**config.mk**
```make
export PLATFORM = sky130hd
export DESIGN_NAME = rptc_top
export DESIGN_NICKNAME = d
export VERILOG_FILES = /design/src/rtl/rptc_pkg.sv /design/src/rtl/rptc_list_seq.sv /design/src/rtl/rptc_top.sv
export SDC_FILE = /design/constraint.sdc
export NUM_CORES = 1
export LEC_CHECK = 0
export ABC_AREA = 1
export BUFFER_PORTS_ARGS = -buffer_cell sky130_fd_sc_hd__buf_2
export CAP_MARGIN = 20
export CORE_UTILIZATION = 55
export CTS_BUF_LIST = sky130_fd_sc_hd__clkbuf_8
export DETAILED_ROUTE_END_ITERATION = 8
export HOLD_SLACK_MARGIN = 0.1
export PLACE_DENSITY_LB_ADDON = 0.2
export SETUP_SLACK_MARGIN = 0.4
export SYNTH_ARGS = -nofsm -noshare
export SYNTH_HDL_FRONTEND = slang
export SYNTH_SLANG_ARGS = --single-unit
```
**constraint.sdc**
```tcl
create_clock -name pclk -period 2.7 [get_ports pclk]
set_clock_uncertainty 0.1 [all_clocks]
set_input_delay 0.54 -clock pclk [delete_from_list [all_inputs] [get_ports pclk]]
set_output_delay 0.54 -clock pclk [all_outputs]
set_load 0.005 [all_outputs]
```
**src/rtl/rptc_pkg.sv**
```systemverilog
/*
  Shared constants and types for the rear port trigger control block.
  Assumes a 50 MHz APB clock domain.
*/
package rptc_pkg;
  // Clock and timing
  localparam int unsigned CLK_HZ       = 50_000_000;
  localparam int unsigned TRIG_MIN_MS  = 5;
  localparam int unsigned TRIG_MIN_CYC = (TRIG_MIN_MS * (CLK_HZ / 1000));
  localparam int unsigned SEC_S        = 1;
  localparam int unsigned SEC_CYC      = CLK_HZ * SEC_S;

  // Register byte offsets
  localparam logic [7:0] OFS_CTRL     = 8'h00;
  localparam logic [7:0] OFS_TIMER    = 8'h04;
  localparam logic [7:0] OFS_LIST     = 8'h08;
  localparam logic [7:0] OFS_DOUT     = 8'h0c;
  localparam logic [7:0] OFS_CMD      = 8'h10;
  localparam logic [7:0] OFS_STAT     = 8'h14;
  localparam logic [7:0] OFS_IRQ_STAT = 8'h18;
  localparam logic [7:0] OFS_IRQ_MASK = 8'h1c;

  // Command bits
  localparam int CMD_BUS_TRIG = 0;
  localparam int CMD_OUT_ON   = 1;
  localparam int CMD_OUT_OFF  = 2;
  localparam int CMD_LIST_ARM = 3;
  localparam int CMD_LIST_STOP = 4;

  // Interrupt bits
  localparam int IRQ_W         = 4;
  localparam int IRQ_TRIG      = 0;
  localparam int IRQ_TIMER     = 1;
  localparam int IRQ_INHIBIT   = 2;
  localparam int IRQ_LIST_DONE = 3;

  // Status field positions
  localparam int STAT_PIN    = 0;
  localparam int STAT_OUT_EN = 1;
  localparam int STAT_LIST   = 2;
  localparam int STAT_STEP_L = 3;
  localparam int STAT_TMR_L  = 11;

  // Widths and reset values
  localparam int TMR_W  = 16;
  localparam int STEP_W = 8;
  localparam logic [11:0]       CTRL_RST  = 12'h000;
  localparam logic [TMR_W-1:0]  TIMER_RST = 16'h0000;
  localparam logic [STEP_W-1:0] LIST_RST  = 8'h01;

  typedef enum logic [1:0] {
    PM_TRIG = 2'b00,
    PM_INH  = 2'b01,
    PM_DIO  = 2'b10
  } rptc_port_mode_t;

  typedef enum logic [1:0] {
    TS_KEY = 2'b00,
    TS_EXT = 2'b01,
    TS_BUS = 2'b10
  } rptc_trig_src_t;

  typedef enum logic [1:0] {
    IM_OFF   = 2'b00,
    IM_LATCH = 2'b01,
    IM_LIVE  = 2'b10
  } rptc_inh_mode_t;

  typedef enum logic [2:0] {
    FS_OFF  = 3'b000,
    FS_QUES = 3'b001,
    FS_OPER = 3'b010,
    FS_ESB  = 3'b011,
    FS_RQS  = 3'b100
  } rptc_fault_src_t;

  // Control register layout, bit 0 at the bottom
  typedef struct packed {
    logic            timer_en;
    logic            list_repeat;
    logic            list_step;
    rptc_fault_src_t fault_src;
    rptc_inh_mode_t  inh_mode;
    rptc_trig_src_t  trig_src;
    rptc_port_mode_t port_mode;
  } rptc_cfg_t;

  typedef struct packed {
    logic        psel;
    logic        penable;
    logic        pwrite;
    logic [7:0]  paddr;
    logic [31:0] pwdata;
  } rptc_apb_req_t;
endpackage : rptc_pkg

```
**src/rtl/rptc_list_seq.sv**
```systemverilog
/*
  List sequence stepper: tracks the active step of a stored list.
  Assumes trig and step_tick are single-cycle pulses on pclk.
*/
`timescale 1ns/1ps
module rptc_list_seq (
  // Clock and reset
  input  wire logic                       pclk,
  input  wire logic                       presetn,
  // Control
  input  wire logic                       trig,
  input  wire logic                       arm,
  input  wire logic                       stop,
  input  wire logic                       step_mode,
  input  wire logic                       repeat_en,
  input  wire logic [rptc_pkg::STEP_W-1:0] steps,
  input  wire logic                       step_tick,
  // Status
  output logic                            running,
  output logic [rptc_pkg::STEP_W-1:0]     step,
  output logic                            done
);
  import rptc_pkg::*;

  logic                armed_q;
  logic                run_q;
  logic [STEP_W-1:0]   step_q;
  logic                done_q;
  wire                 last  = (step_q + 8'h01 >= steps);
  wire                 adv_c = run_q & ~step_mode & step_tick;
  wire                 adv_s = armed_q & step_mode & trig;
  wire                 adv   = adv_c | adv_s;
  wire                 go    = armed_q & ~run_q & ~step_mode & trig;

  always_ff @(posedge pclk or negedge presetn) begin
    if (!presetn) begin
      armed_q <= 1'b0;
      run_q   <= 1'b0;
      step_q  <= '0;
      done_q  <= 1'b0;
    end else begin
      done_q <= 1'b0;
      if (stop) begin
        armed_q <= 1'b0;
        run_q   <= 1'b0;
        step_q  <= '0;
      end else if (arm) begin
        armed_q <= 1'b1;
        run_q   <= 1'b0;
        step_q  <= '0;
      end else if (go) begin
        run_q <= 1'b1;
      end else if (adv) begin
        if (!last) begin
          step_q <= step_q + 8'h01;
        end else begin
          step_q <= '0;
          // Single run pauses continuous, ends step mode
          if (!repeat_en) begin
            run_q   <= 1'b0;
            armed_q <= ~step_mode;
            done_q  <= 1'b1;
          end
        end
      end
    end
  end

  assign running = run_q | (armed_q & step_mode);
  assign step    = step_q;
  assign done    = done_q;
endmodule : rptc_list_seq

```
**src/rtl/rptc_top.sv**
```systemverilog
/*
  Rear digital port controller: port function mux, trigger source
  selection, external pulse qualification, inhibit, fault output,
  digital I/O, list stepping and output-off timer, behind APB.
  Assumes status summary bits, key and step tick come from pclk logic;
  the port pin is asynchronous.
*/
//
// Overview of operation
// - Port serves at most one of three functions; code 2'b11 selects none
// - Trigger function uses pin one, fault pin idle
// - Inhibit function lets shutdown pin gate output
// - Inhibit function drives fault pin
// - Digital I/O reads input, sets output
// - One selected trigger source of three
// - Key press makes one trigger pulse
// - External pulse of 5 ms is one trigger
// - Bus trigger command raises a trigger
// - External pin pulses step and run lists
// - Enabled timer counts seconds then output off
// - Latching falls turn off; off mode ignores
// - Live mode follows input level
// - Fault pin low when selected bit set
// - No source selected holds fault high
`timescale 1ns/1ps
module rptc_top #(
  parameter int unsigned TRIG_CYC = rptc_pkg::TRIG_MIN_CYC,
  parameter int unsigned SEC_CYC  = rptc_pkg::SEC_CYC
) (
  // Clock and reset
  input  wire logic                          pclk,
  input  wire logic                          presetn,
  // APB slave
  input  wire logic                          psel,
  input  wire logic                          penable,
  input  wire logic                          pwrite,
  input  wire logic [7:0]                    paddr,
  input  wire logic [31:0]                   pwdata,
  output logic [31:0]                        prdata,
  output logic                               pready,
  output logic                               pslverr,
  // Rear port pins
  input  wire logic                          shutdown_pin_i,
  output logic                               fault_pin_o,
  output logic                               fault_pin_oe,
  // Instrument side
  input  wire logic                          key_trig_i,
  input  wire logic [3:0]                    status_sum_i,
  input  wire logic                          step_tick_i,
  output logic                               supply_out_en_o,
  output logic                               trig_o,
  output logic                               list_active_o,
  output logic [rptc_pkg::STEP_W-1:0]        list_step_o,
  output logic                               irq_o
);
  import rptc_pkg::*;

  // Bus request bundle
  rptc_apb_req_t req;
  assign req = '{psel, penable, pwrite, paddr, pwdata};

  // Registers
  rptc_cfg_t          cfg_q;
  logic [TMR_W-1:0]   tmr_set_q;
  logic [STEP_W-1:0]  list_len_q;
  logic               dout_q;
  logic [IRQ_W-1:0]   irq_stat_q;
  logic [IRQ_W-1:0]   irq_mask_q;
  logic [31:0]        prdata_q;
  logic               pready_q;
  logic               pslverr_q;
  logic               sync1_q;
  logic               sync2_q;
  logic               pin_q;
  logic [17:0]        pulse_cnt_q;
  logic               pulse_hit_q;
  logic               on_q;
  logic               out_en_q;
  logic               trig_q;
  logic [TMR_W-1:0]   tmr_cnt_q;
  logic               tmr_run_q;
  logic [25:0]        sec_cnt_q;
  logic               fault_q;
  logic               fault_oe_q;
  logic               irq_q;
  logic               list_act_q;

  // Bus decode
  wire setup_acc = req.psel & req.penable & ~pready_q;
  wire acc       = req.psel & req.penable & pready_q;
  wire wr        = acc & req.pwrite;
  // Read-clear acts where read data is latched, so no event is lost
  wire rd        = setup_acc & ~req.pwrite;
  wire hit_ctrl  = (req.paddr == OFS_CTRL);
  wire hit_tmr   = (req.paddr == OFS_TIMER);
  wire hit_list  = (req.paddr == OFS_LIST);
  wire hit_dout  = (req.paddr == OFS_DOUT);
  wire hit_cmd   = (req.paddr == OFS_CMD);
  wire hit_stat  = (req.paddr == OFS_STAT);
  wire hit_ist   = (req.paddr == OFS_IRQ_STAT);
  wire hit_imsk  = (req.paddr == OFS_IRQ_MASK);
  wire mapped    = hit_ctrl | hit_tmr | hit_list | hit_dout | hit_cmd
                 | hit_stat | hit_ist | hit_imsk;
  wire [4:0] cmd = (wr & hit_cmd) ? req.pwdata[4:0] : 5'h00;

  // Port function views
  wire mode_trig = (cfg_q.port_mode == PM_TRIG);
  wire mode_inh  = (cfg_q.port_mode == PM_INH);
  wire mode_dio  = (cfg_q.port_mode == PM_DIO);

  // External pulse qualification: high for the minimum width
  // Hit flag allows one trigger per high pulse
  wire pin_fall   = pin_q & ~sync2_q;
  wire pulse_full = (pulse_cnt_q == 18'(TRIG_CYC - 1));
  wire ext_trig   = mode_trig & sync2_q & pulse_full & ~pulse_hit_q;

  // Source selection
  wire key_sel  = (cfg_q.trig_src == TS_KEY) & key_trig_i;
  wire ext_sel  = (cfg_q.trig_src == TS_EXT) & ext_trig;
  wire bus_sel  = (cfg_q.trig_src == TS_BUS) & cmd[CMD_BUS_TRIG];
  wire trig_any = key_sel | ext_sel | bus_sel;

  // Inhibit
  // Latch acts on a synced fall only, never on a reset artefact
  wire inh_latch = mode_inh & (cfg_q.inh_mode == IM_LATCH) & pin_fall;
  wire inh_live  = mode_inh & (cfg_q.inh_mode == IM_LIVE) & ~sync2_q;
  wire remote_output_inhibit = inh_latch | inh_live;

  // Output timer
  // Expiry at the 1-to-0 step, only while running
  wire sec_tick  = (sec_cnt_q == 26'(SEC_CYC - 1));
  wire tmr_fire  = tmr_run_q & sec_tick & (tmr_cnt_q <= 16'h0001);
  wire turn_on   = cmd[CMD_OUT_ON] & ~on_q;
  wire on_d      = (on_q | cmd[CMD_OUT_ON]) & ~cmd[CMD_OUT_OFF] & ~tmr_fire
                 & ~inh_latch;

  // Fault source selection, active low
  // Illegal codes fall to off, pin held high
  logic fault_bit;
  always_comb begin
    unique case (cfg_q.fault_src)
      FS_QUES: fault_bit = status_sum_i[0];
      FS_OPER: fault_bit = status_sum_i[1];
      FS_ESB:  fault_bit = status_sum_i[2];
      FS_RQS:  fault_bit = status_sum_i[3];
      default: fault_bit = 1'b0;
    endcase
  end
  wire fault_flag_output = ~fault_bit;
  wire fault_d = mode_inh ? fault_flag_output : (mode_dio ? dout_q : 1'b1);

  // List sequencer
  // Any selected source starts or steps the list
  logic              list_done;
  logic              list_run;
  logic [STEP_W-1:0] list_step;
  rptc_list_seq u_list (
    .pclk      (pclk),
    .presetn   (presetn),
    .trig      (trig_any),
    .arm       (cmd[CMD_LIST_ARM]),
    .stop      (cmd[CMD_LIST_STOP]),
    .step_mode (cfg_q.list_step),
    .repeat_en (cfg_q.list_repeat),
    .steps     (list_len_q),
    .step_tick (step_tick_i),
    .running   (list_run),
    .step      (list_step),
    .done      (list_done)
  );

  // Interrupt events, set wins over read clear
  // Irq output lags status by one cycle
  wire [IRQ_W-1:0] irq_evt = {list_done, (on_q & remote_output_inhibit),
                              (tmr_fire & on_q), trig_any};
  wire [IRQ_W-1:0] irq_clr = (rd & hit_ist) ? {IRQ_W{1'b1}} : '0;

  // Read mux
  logic [31:0] rdata;
  always_comb begin
    rdata = 32'h0000_0000;
    if (hit_ctrl) rdata[11:0] = cfg_q;
    if (hit_tmr)  rdata[TMR_W-1:0] = tmr_set_q;
    if (hit_list) rdata[STEP_W-1:0] = list_len_q;
    if (hit_dout) rdata[0] = dout_q;
    if (hit_stat) begin
      rdata[STAT_PIN]    = sync2_q & mode_dio;
      rdata[STAT_OUT_EN] = out_en_q;
      rdata[STAT_LIST]   = list_run;
      rdata[STAT_STEP_L +: STEP_W] = list_step;
      rdata[STAT_TMR_L +: TMR_W]   = tmr_cnt_q;
    end
    if (hit_ist)  rdata[IRQ_W-1:0] = irq_stat_q;
    if (hit_imsk) rdata[IRQ_W-1:0] = irq_mask_q;
  end

  // APB handshake: one wait state
  // Unmapped addresses answer with an error
  always_ff @(posedge pclk or negedge presetn) begin
    if (!presetn) begin
      pready_q  <= 1'b0;
      pslverr_q <= 1'b0;
      prdata_q  <= 32'h0000_0000;
    end else begin
      pready_q  <= setup_acc;
      pslverr_q <= setup_acc & ~mapped;
      if (setup_acc) prdata_q <= req.pwrite ? 32'h0000_0000 : rdata;
    end
  end

  // Software registers
  always_ff @(posedge pclk or negedge presetn) begin
    if (!presetn) begin
      cfg_q      <= rptc_cfg_t'(CTRL_RST);
      tmr_set_q  <= TIMER_RST;
      list_len_q <= LIST_RST;
      dout_q     <= 1'b0;
      irq_mask_q <= '0;
    end else if (wr) begin
      if (hit_ctrl) cfg_q <= rptc_cfg_t'(req.pwdata[11:0]);
      if (hit_tmr)  tmr_set_q <= req.pwdata[TMR_W-1:0];
      if (hit_list) list_len_q <= req.pwdata[STEP_W-1:0];
      if (hit_dout) dout_q <= req.pwdata[0];
      if (hit_imsk) irq_mask_q <= req.pwdata[IRQ_W-1:0];
    end
  end

  // Pin synchronizer and pulse width counter
  // Idle-high reset: no false falling edge after reset
  always_ff @(posedge pclk or negedge presetn) begin
    if (!presetn) begin
      sync1_q     <= 1'b1;
      sync2_q     <= 1'b1;
      pin_q       <= 1'b1;
      pulse_cnt_q <= '0;
      pulse_hit_q <= 1'b0;
    end else begin
      sync1_q <= shutdown_pin_i;
      sync2_q <= sync1_q;
      pin_q   <= sync2_q;
      if (!sync2_q) begin
        pulse_cnt_q <= '0;
        pulse_hit_q <= 1'b0;
      end else if (pulse_full) begin
        pulse_hit_q <= 1'b1;
      end else begin
        pulse_cnt_q <= pulse_cnt_q + 18'h00001;
      end
    end
  end

  // Output state, timer and pins
  // Timer loads only on an off-to-on change
  always_ff @(posedge pclk or negedge presetn) begin
    if (!presetn) begin
      on_q       <= 1'b0;
      out_en_q   <= 1'b0;
      trig_q     <= 1'b0;
      tmr_run_q  <= 1'b0;
      tmr_cnt_q  <= '0;
      sec_cnt_q  <= '0;
      fault_q    <= 1'b1;
      fault_oe_q <= 1'b0;
      irq_stat_q <= '0;
      irq_q      <= 1'b0;
      list_act_q <= 1'b0;
    end else begin
      on_q       <= on_d;
      out_en_q   <= on_d & ~inh_live;
      trig_q     <= trig_any;
      fault_q    <= fault_d;
      // Trigger mode and illegal codes leave the pin undriven
      fault_oe_q <= mode_inh | mode_dio;
      irq_stat_q <= (irq_stat_q & ~irq_clr) | irq_evt;
      irq_q      <= |(irq_stat_q & irq_mask_q);
      list_act_q <= list_run;
      if (turn_on & cfg_q.timer_en) begin
        tmr_run_q <= 1'b1;
        tmr_cnt_q <= tmr_set_q;
        sec_cnt_q <= '0;
      end else if (!on_d || !cfg_q.timer_en) begin
        tmr_run_q <= 1'b0;
        tmr_cnt_q <= '0;
        sec_cnt_q <= '0;
      end else if (tmr_run_q) begin
        sec_cnt_q <= sec_tick ? '0 : sec_cnt_q + 26'h0000001;
        if (sec_tick) tmr_cnt_q <= tmr_cnt_q - 16'h0001;
      end
    end
  end

  assign prdata          = prdata_q;
  assign pready          = pready_q;
  assign pslverr         = pslverr_q;
  assign fault_pin_o     = fault_q;
  assign fault_pin_oe    = fault_oe_q;
  assign supply_out_en_o = out_en_q;
  assign trig_o          = trig_q;
  assign list_active_o   = list_act_q;
  assign list_step_o     = list_step;
  assign irq_o           = irq_q;
endmodule : rptc_top

```
After elaboration in Yosys (flattened, before gate mapping)

Index checks and enable logic that the tools add are counted.

Bits of input ports: 52
Word-level logic and storage cells: 205
Register bits after elaboration: 162

Eq/ne operators: 24
$add $sub $neg: 4
$lt $le $gt $ge: 2
Mux-type cells: 50
Reductions and logical operators: 23
Bitwise gates (word level): 68

Operators by type and width:

| operator              | count |
|---|---|
| $mux 26               | 4 |
| $mux 16               | 5 |
| $mux 27               | 2 |
| $mux 8                | 6 |
| $and 1x1->1           | 37 |
| $mux 18               | 2 |
| $eq 8x5->1 const B    | 4 |
| $add 26x1->26 const B | 1 |
| $eq 26x26->1 const B  | 1 |
| $mux 1                | 25 |
| $add 18x1->18 const B | 1 |
| $eq 18x18->1 const B  | 1 |
| $eq 8x4->1 const B    | 2 |
| $le 16x1->1 const B   | 1 |
| $sub 16x1->16 const B | 1 |
| $or 1x1->1            | 14 |
| $reduce_and 2->1      | 7 |
| $not 1->1             | 13 |
| $mux 12               | 1 |
| $mux 4                | 3 |
| $reduce_bool 3->1     | 4 |
| $add 8x1->8 const B   | 1 |
| $and 4x4->4           | 2 |
| $eq 8x3->1 const B    | 1 |
| 24 further kinds      | 32 |

Longest topological paths before layout

Gate-level depths: netlist of the first run.

Word-level depth: 13
Depth in mapped cells: 15
Depth with buffers taken out: 15

Hierarchy

From an unflattened synthesis of the first run, not the netlist that was laid out.

Cell total of the unflattened synthesis: 1162
Area total of the unflattened synthesis: 8926.1 um2

By module, submodules not included:

| module        | cells an instance | times used | area an instance (um2) | sequential area each (um2) |
|---|---|---|---|---|
| rptc_top      | 1045              | 1          | 8052.7                 | 3659.8 |
| rptc_list_seq | 117               | 1          | 873.3                  | 275.3 |

Least setup slack after synthesis of the first run

No wires, ideal clock.

Kind: reg-to-reg
Start point: reg u_list.step_q[2], in the netlist u_list.step[2]
End point: reg u_list.step_q[0], in the netlist u_list.step[0]
Period minus slack after synthesis: 2341 ps
Path buffers: 0
Arrival time: 2159 ps
Slack: 359 ps
Required time: 2517 ps
Cell stages (with the launch flop): 12
Cells stage by stage: dfrtp_1 -> nand3_1 -> nand3b_1 -> nand3b_1 -> xnor2_1 -> ha_1 -> a21oi_1 -> o21a_1 -> nand3_1 -> nor2_1 -> nand3_1 -> o21ai_0

Longest elaborated chain between the ends: 7

Ends and longest elaborated chain:

| what                   | line                | text |
|---|---|---|
| start, declared        | rptc_list_seq.sv:27 | `logic [STEP_W-1:0] step_q;` |
| start signal, assigned | rptc_list_seq.sv:55 | `step_q <= step_q + 8'h01;` |
| $add 8x1->8            | rptc_list_seq.sv:29 | `wire last = (step_q + 8'h01 >= steps);` |
| $ge 8x8->1             | rptc_list_seq.sv:29 |  |
| $mux 8                 | rptc_list_seq.sv:54 | `if (!last) begin` |
| $mux 8                 | rptc_list_seq.sv:53 | `end else if (adv) begin` |
| $mux 8                 | rptc_list_seq.sv:51 | `end else if (go) begin` |
| $mux 8                 | rptc_list_seq.sv:47 | `end else if (arm) begin` |
| $mux 8                 | rptc_list_seq.sv:43 | `if (stop) begin` |

No other way between the ends. The select of a mux whose other input is x is not followed.
A chain may end at the register's enable or synchronous reset.

Final worst setup path of the first run

Start point: reg u_list.step_q[0], in the netlist u_list.step[0]
End point: reg u_list.step_q[0], in the netlist u_list.step[0]

Longest elaborated chain between the ends: 7

Ends and longest elaborated chain:

| what          | line |
|---|---|
| $add 8x1->8 * | rptc_list_seq.sv:29, rptc_list_seq.sv:55 |
| $ge 8x8->1    | rptc_list_seq.sv:29 |
| $mux 8 *      | rptc_list_seq.sv:54 |
| $mux 8 *      | rptc_list_seq.sv:53 |
| $mux 8 *      | rptc_list_seq.sv:51 |
| $mux 8 *      | rptc_list_seq.sv:47 |
| $mux 8 *      | rptc_list_seq.sv:43 |

Every way passes the cells marked *; elsewhere a longest branch is shown, timed or not. The select of a mux whose other input is x is not followed.

==> results of run 1 <==
[state kept, by name, summed over array words and instances (netlist names), 8 cells and up]
signal       cells
list_len_q       8
tmr_set_q       16
prdata          27
sec_cnt_q       26
cfg_q           12
pulse_cnt_q     18
tmr_cnt_q       16
u_list.step      8
[how the worst max path moves through the flow]
stage / end / depth (start not counted)
3_3_place_gp: sec_cnt_q[22]$_DFFE_PN0P_ / 12
3_5_place_dp: sec_cnt_q[11]$_DFFE_PN0P_ / 13
2_1_floorplan: u_list.step[0]$_DFFE_PN0P_ / 11
5_1_grt: u_list.step[0]$_DFFE_PN0P_ / 11
4_1_cts: u_list.step[0]$_DFFE_PN0P_ / 11
6_report: u_list.step[0]$_DFFE_PN0P_ / 11
[where the power goes]
part / internal (mW) / switching (mW) / leakage [nW]
Combinational: 0.129 / 0.235 / 2.90
Sequential: 2.40 / 0.0296 / 2.13
Clock: 0.911 / 0.860 / 0.220
[per-stage QoR]
| stage | cells | area [µm²] | util (%) | worst slack [ps] | hold WS (ps) |
|---|---|---|---|---|---|
| after floorplan | 1168 | 8796 | - | 437.3 | 144.4 |
| after global placement | 1450 | 9507 | 61.85 | 181.0 | 246.7 |
| after detailed placement | 1450 | 9507 | 61.85 | 153.9 | 248.8 |
| after CTS | 1490 | 10020 | 65.22 | 353.9 | 182.7 |
| after global routing | 1498 | 10150 | 66.02 | 195.9 | 194.6 |
| final | 1498 | 10150 | 66.02 | 339.8 | 205.2 |
[cells in the mapped netlist, drive strengths merged]
master / number
nand2: 330
inv: 153
dfrtp: 152
nor2: 127
o21ai: 96
nand3: 61
nand4: 37
a21oi: 31
nor3: 28
xor2: 21
buf: 17
clkbuf: 17
ha: 16
a32o: 11
xnor2: 7
a31oi: 5
dfstp: 5
nand3b: 5
or2: 5
a211oi: 4
nor3b: 4
nor4: 4
o31ai: 4
o211ai: 3
o21a: 3
a21boi: 2
clkinv: 2
mux2: 2
o21bai: 2
o22ai: 2
a2111oi: 1
a22o: 1
a311oi: 1
and2: 1
conb: 1
nor2b: 1
o221a: 1
o221ai: 1
[cell usage in the layout (no fill, tap or decap), types with 6 or more instances in the layout]
cell | synthesis | final
xnor2_1 | 7 | 6
nand3_1 | 57 | 52
ha_1 | 16 | 12
buf_2 | 5 | 77
inv_1 | 151 | 156
buf_4 | 7 | 36
clkbuf_8 | 0 | 18
xor2_1 | 21 | 21
nand4_1 | 37 | 37
nor3_1 | 28 | 27
a21oi_1 | 31 | 30
nand2_1 | 330 | 325
nand3_2 | 3 | 8
o21ai_0 | 86 | 85
nor2_4 | 3 | 8
nor2_2 | 7 | 6
o21ai_1 | 10 | 11
nor2_1 | 115 | 112
dfrtp_1 | 152 | 152
a32o_1 | 11 | 11
[layout make-up]
class | instances | area (µm²) | share of cell area, %
inverters | 155 | 585.6 | 5.770
clock inverters | 14 | 140.1 | 1.381
repair buffers | 120 | 767.0 | 7.558
clock buffers | 18 | 247.7 | 2.441
flip-flops and latches | 157 | 3935 | 38.77
well taps | 211 | 264.0 | 2.601
multi-input cells | 823 | 4209 | 41.47
[cells by family (layout without fill, tap and decap cells)]
| group | count (synthesis) | after routing | synth area share, % |
|---|---|---|---|
| AOI/OAI and AO/OA | 168 | 168 | 11.06 |
| xor gates and xnor gates | 28 | 28 | 2.794 |
| adders and majority gates | 16 | 16 | 2.280 |
| buffers and inverters | 189 | 307 | 8.794 |
| DFF | 157 | 157 | 44.83 |
| muxes | 2 | 2 | 0.2565 |
| other | 1 | 5 | 0.04272 |
| and+or+nand+nor | 603 | 604 | 29.95 |
[repair_timing]
item / CTS / global route
gates resized for setup: 13 / 14
endpoints found under the setup margin: 35 / 52
hold endpoints to repair: 43 / 0
pin swaps: 10 / 10
hold buffers: 2 / 0
buffers inserted: 5 / 8
cloned: 1 / 0
[metal layers]
layer,GRT usage [%],up-vias,share of wire (%)
met5,0,-,0
met4,10.17,0,2.0
met3,4.823,37,4.3
met2,47.89,235,48
met1,38.76,3723,46
li1,-,3988,-
==> impl_metrics.toml, run 1 <==
[logic_synthesis]
yosys-top-cells-area = "dfrtp_1 (43%), nand2_1 (14%), inv_1 (6.5%)"
synth.avg_cell_area_um2 = 7.542
synth_top_area_share_pct = 43.33
yosysTopAreaCell = "dfrtp_1"
seq_area_frac_synth_pct = 44.83
synthCells = 1164
synthDistinctLibCells = 48
yosysWarningCount = 0
synth_seq_cells = 157
synth_area_um2 = 8778

[critical_path]
reg2reg_depth = 11
crit_family = "simple AND/OR/NAND/NOR gates"
critPathCaptureType = "flop"
slowest_stage = "dfrtp_1"
cp-start-kind = "flop"
crit_arrival_ps = 2650
critPathMaxFanout = 8
crit_start = "u_list.step[0]$_DFFE_PN0P_"
max_stage_delay_ps = 400
reg2reg_to = "u_list.step[0]$_DFFE_PN0P_"
critPathKind = "reg2reg"
critPathBufInv = 0
cp_cell_sequence = "nand3_2 > nand3b_1 > nand3b_1 > xnor2_2 > ha_4 > a21oi_2 > o21a_1 > nand3_2 > nor2_4 > nand3_1 > o21ai_1"
cp_data_required_time_ps = 2990
r2r_start = "u_list.step[0]$_DFFE_PN0P_"
rrSetupSlack_ps = 340

[timing]
fmax_mhz = 423.7
drv_slew = 0
tns_ps = 0
fin_crit_sh_pct = 87.42
fin_crit_ps = 2360
grt_setup_unrepaired = "true"
worstMarginPinSlew_ps = 712.9
maxSlewHeadroom_pct = 52.36
final_hold_viol_count = 0
finalSetupViolCount = 0

[hold_path]
whs_path_depth = 2
hold_path_class = "in2reg"
hold_end = "tmr_set_q[13]$_DFFE_PN0P_"
min-delay-start = "pwdata[13]"

[global_route]
antenna_found_initial = 0
grt_pass1_wl_mm = 37.16
track_usage_pct = 28.99
grt_pass1_vias = 7516
grt_max_degree = 47
grt-ovfl-total = 0

[route]
avgRoutedWirePerCell_um = 15.05
vias = 7983
postRouteAntennaNets = 0
drtIter0Drc = 618
drt_pass1_iterations = 5
viasPerCell = 5.329
drc = 0
wirelength_mm = 22.54

[power_and_ir_drop]
peakVddDrop_uv = 496.4
powerDensity_nw_per_um2 = 449.5
power_mw = 4.562
p_leak_nw = 5.254

[flow_run]
max_cap_violations = 0

[die]
ios = 100
die_y_um = 128.3
num_rows = 45
coreArea_um2 = 15370
initial_utilization_pct = 57.11
die_w_um = 128.3
dieArea_um2 = 16470

[clock_network]
clkTransAtPathRegs_ps = 80
cts_tree = "yes"
cts_buffers = 17
cts.sinks = 157
cts_root_buf = "clkbuf_8"
htreeDepth = 4
clock_path_buffers = 2
clock_latency_ps = 470

[finish]
finalNetCount = 1342
diodes = 0
syn2layout_area_growth_pct = 15.61
drive_above_1_share_pct = 15.38
n_fill_cell = 1316

[placed_design]
globalplace.congestion = 0.9114
hpwl_mm = 16.36
port_buffers = 78

[status]
outcome = "complete, no violations"
Note: power is estimated with default switching activity, not from simulation.
==> run 2: changes to the inputs <==
==> constraint.sdc (replaced) <==
create_clock -name pclk -period 2.3 [get_ports pclk]
set_clock_uncertainty 0.1 [all_clocks]
set_input_delay 0.345 -clock pclk [delete_from_list [all_inputs] [get_ports pclk]]
set_output_delay 0.345 -clock pclk [all_outputs]
set_load 0.005 [all_outputs]
==> run 2 against run 1 <==
Compared with the run above: wire length up 22%; clock-buffer cell count up 1; sequential power up 18%; critical endpoint is now u_list.step[7]$_DFFE_PN0P_; register-to-register slack worse by 570 ps; highest routed layer unchanged; core utilization up 11 points; the run now ends with negative setup slack left; design area up 17%; combinational power up 25%.
==> impl_metrics.toml, run 2 (synthesis results as in run 1) <==
[timing]
maxSlewHeadroom_pct = 54.71
fmax_mhz = 394.6
worstMarginPinSlew_ps = 673.2
drv_slew = 0
setup_slack_ps = -234.3
fin_crit_ps = 2534
whs_ps = 112.5
grt_setup_unrepaired = "true"
fin_crit_sh_pct = 110.2
final_hold_viol_count = 0
finalSetupViolCount = 11

[die]
initial_utilization_pct = 57.11
num_rows = 45
ios = 100
die_w_um = 128.3
coreArea_um2 = 15370
die_y_um = 128.3
dieArea_um2 = 16470

[route]
viasPerCell = 5.631
dr_wl_met3_mm = 1.766
avgRoutedWirePerCell_um = 17.11
drc = 0
m1WireLength_mm = 10.91
vias = 9032
wirelength_mm = 27.45
drt_pass1_iterations = 7
highest_layer = "met4"
drtIter0Drc = 934
postRouteAntennaNets = 0
dr_wl_met2_mm = 13.79

[finish]
layout_commonest_cell = "nand2_1"
final_area_um2 = 11880
syn2layout_area_growth_pct = 35.38
finalNetCount = 1448
largest_reg_flops = 27
drive_above_1_share_pct = 31.73
n_fill_cell = 1047
mostFrequentLayoutCells = "nand2_1 (267), inv_1 (138), dfrtp_1 (134)"
diodes = 0

[hold_path]
hold_path_class = "in2reg"

[global_route]
grt_pass1_vias = 8365
antenna_found_initial = 0
grt_max_degree = 72
grt-ovfl-total = 0
track_usage_pct = 32.22
grt_pass1_wl_mm = 41.16

[clock_network]
htreeDepth = 4
cts_tree = "yes"
clock_path_buffers = 2
cts_root_buf = "clkbuf_8"
clkTransAtPathRegs_ps = 90
cts.sinks = 157
cts_buffers = 17
clock_latency_ps = 480

[critical_path]
critPathCaptureType = "flop"
max_stage_delay_ps = 400
critPathKind = "reg2reg"
cp-start-kind = "flop"
critPathBufInv = 1
crit_arrival_ps = 2850
cp_common_cell = "nand3_2"
cp_data_required_time_ps = 2620
critPathMaxFanout = 8
slowest_stage = "dfrtp_1"
crit_family = "simple AND/OR/NAND/NOR gates"
cp_cell_sequence = "ha_2 > nand3_2 > nand3b_1 > xor2_1 > inv_1 > ha_4 > a21oi_2 > o21a_1 > nand3_2 > nor2_4 > nand3_1 > nand2_1"

[flow_run]
max_cap_violations = 0

[power_and_ir_drop]
peakVddDrop_uv = 746.2
p_leak_nw = 6.123
power_mw = 5.563
powerDensity_nw_per_um2 = 468.1

[placed_design]
pre_cts_slack_ps = -54.08
port_buffers = 78
globalplace.congestion = 0.9116
hpwl_mm = 17.17
dpl-instance-area_um2 = 9891

[status]
outcome = "finished with violations"
violations = "negative setup slack"
-- run 2: final timing paths --
kind | start | endpoint | slack (ps) | depth (start not counted)
worst min-delay path | pwdata[4] | cfg_q[4]$_DFFE_PN0P_ | 110 | 3
worst max-delay path | u_list.step[1]$_DFFE_PN0P_ | u_list.step[7]$_DFFE_PN0P_ | -230 | 12
worst min register to register | sync1_q$_DFF_PN1_ | sync2_q$_DFF_PN1_ | 260 | 0
max in group asynchronous | presetn | sync1_q$_DFF_PN1_ | 1130 | 3
worst max register to register | u_list.step[1]$_DFFE_PN0P_ | u_list.step[7]$_DFFE_PN0P_ | -230 | 12
min in group asynchronous | presetn | sec_cnt_q[24]$_DFFE_PN0P_ | 240 | 2
-- run 2: layout make-up --
| type | instances | area, µm² | area share, % |
|---|---|---|---|
| Tap cell | 211 | 264.0 | 2.222 |
| Clock buffer | 19 | 261.5 | 2.200 |
| Multi-Input combinational cell | 822 | 4828 | 40.63 |
| Sequential cell | 157 | 3958 | 33.30 |
| Inverter | 155 | 590.6 | 4.969 |
| Clock inverter | 13 | 162.7 | 1.369 |
| Timing Repair Buffer | 227 | 1819 | 15.31 |
-- run 2: timing repair --
item | 4_1_cts | 5_1_grt
endpoints found under the hold margin | 122 | 0
hold buffers | 13 | 0
gates resized for setup | 84 | 139
gates cloned | 5 | 0
buffers inserted | 39 | 34
pin swaps | 54 | 56
endpoints found under the setup margin | 55 | 79
-- run 2: worst min-delay path, stage by stage --
cell	delay, ps
buf_2	70
inv_1	70
o21ai_0	160
-- run 2: report_power, final --
group          internal, mW  switching (mW)
logic                 0.163           0.292
registers              2.81          0.0421
clock network          1.14            1.12
total                  4.11            1.45
-- run 2: per-stage QoR --
stage	TNS (ps)	std cells	util [%]
2_1_floorplan	0	1168	-
3_3_place_gp	0	1481	64.35
3_5_place_dp	-93.30	1481	64.35
4_1_cts	-98.55	1570	72.58
5_1_grt	-3746	1604	77.31
6_report	-2221	1604	77.31
-- run 2: metal layers --
layer  vias up  track usage, %
met5         -               0
met4         0           12.66
met3        98           5.821
met2       397           54.28
met1      4342           41.35
li1       4195               -
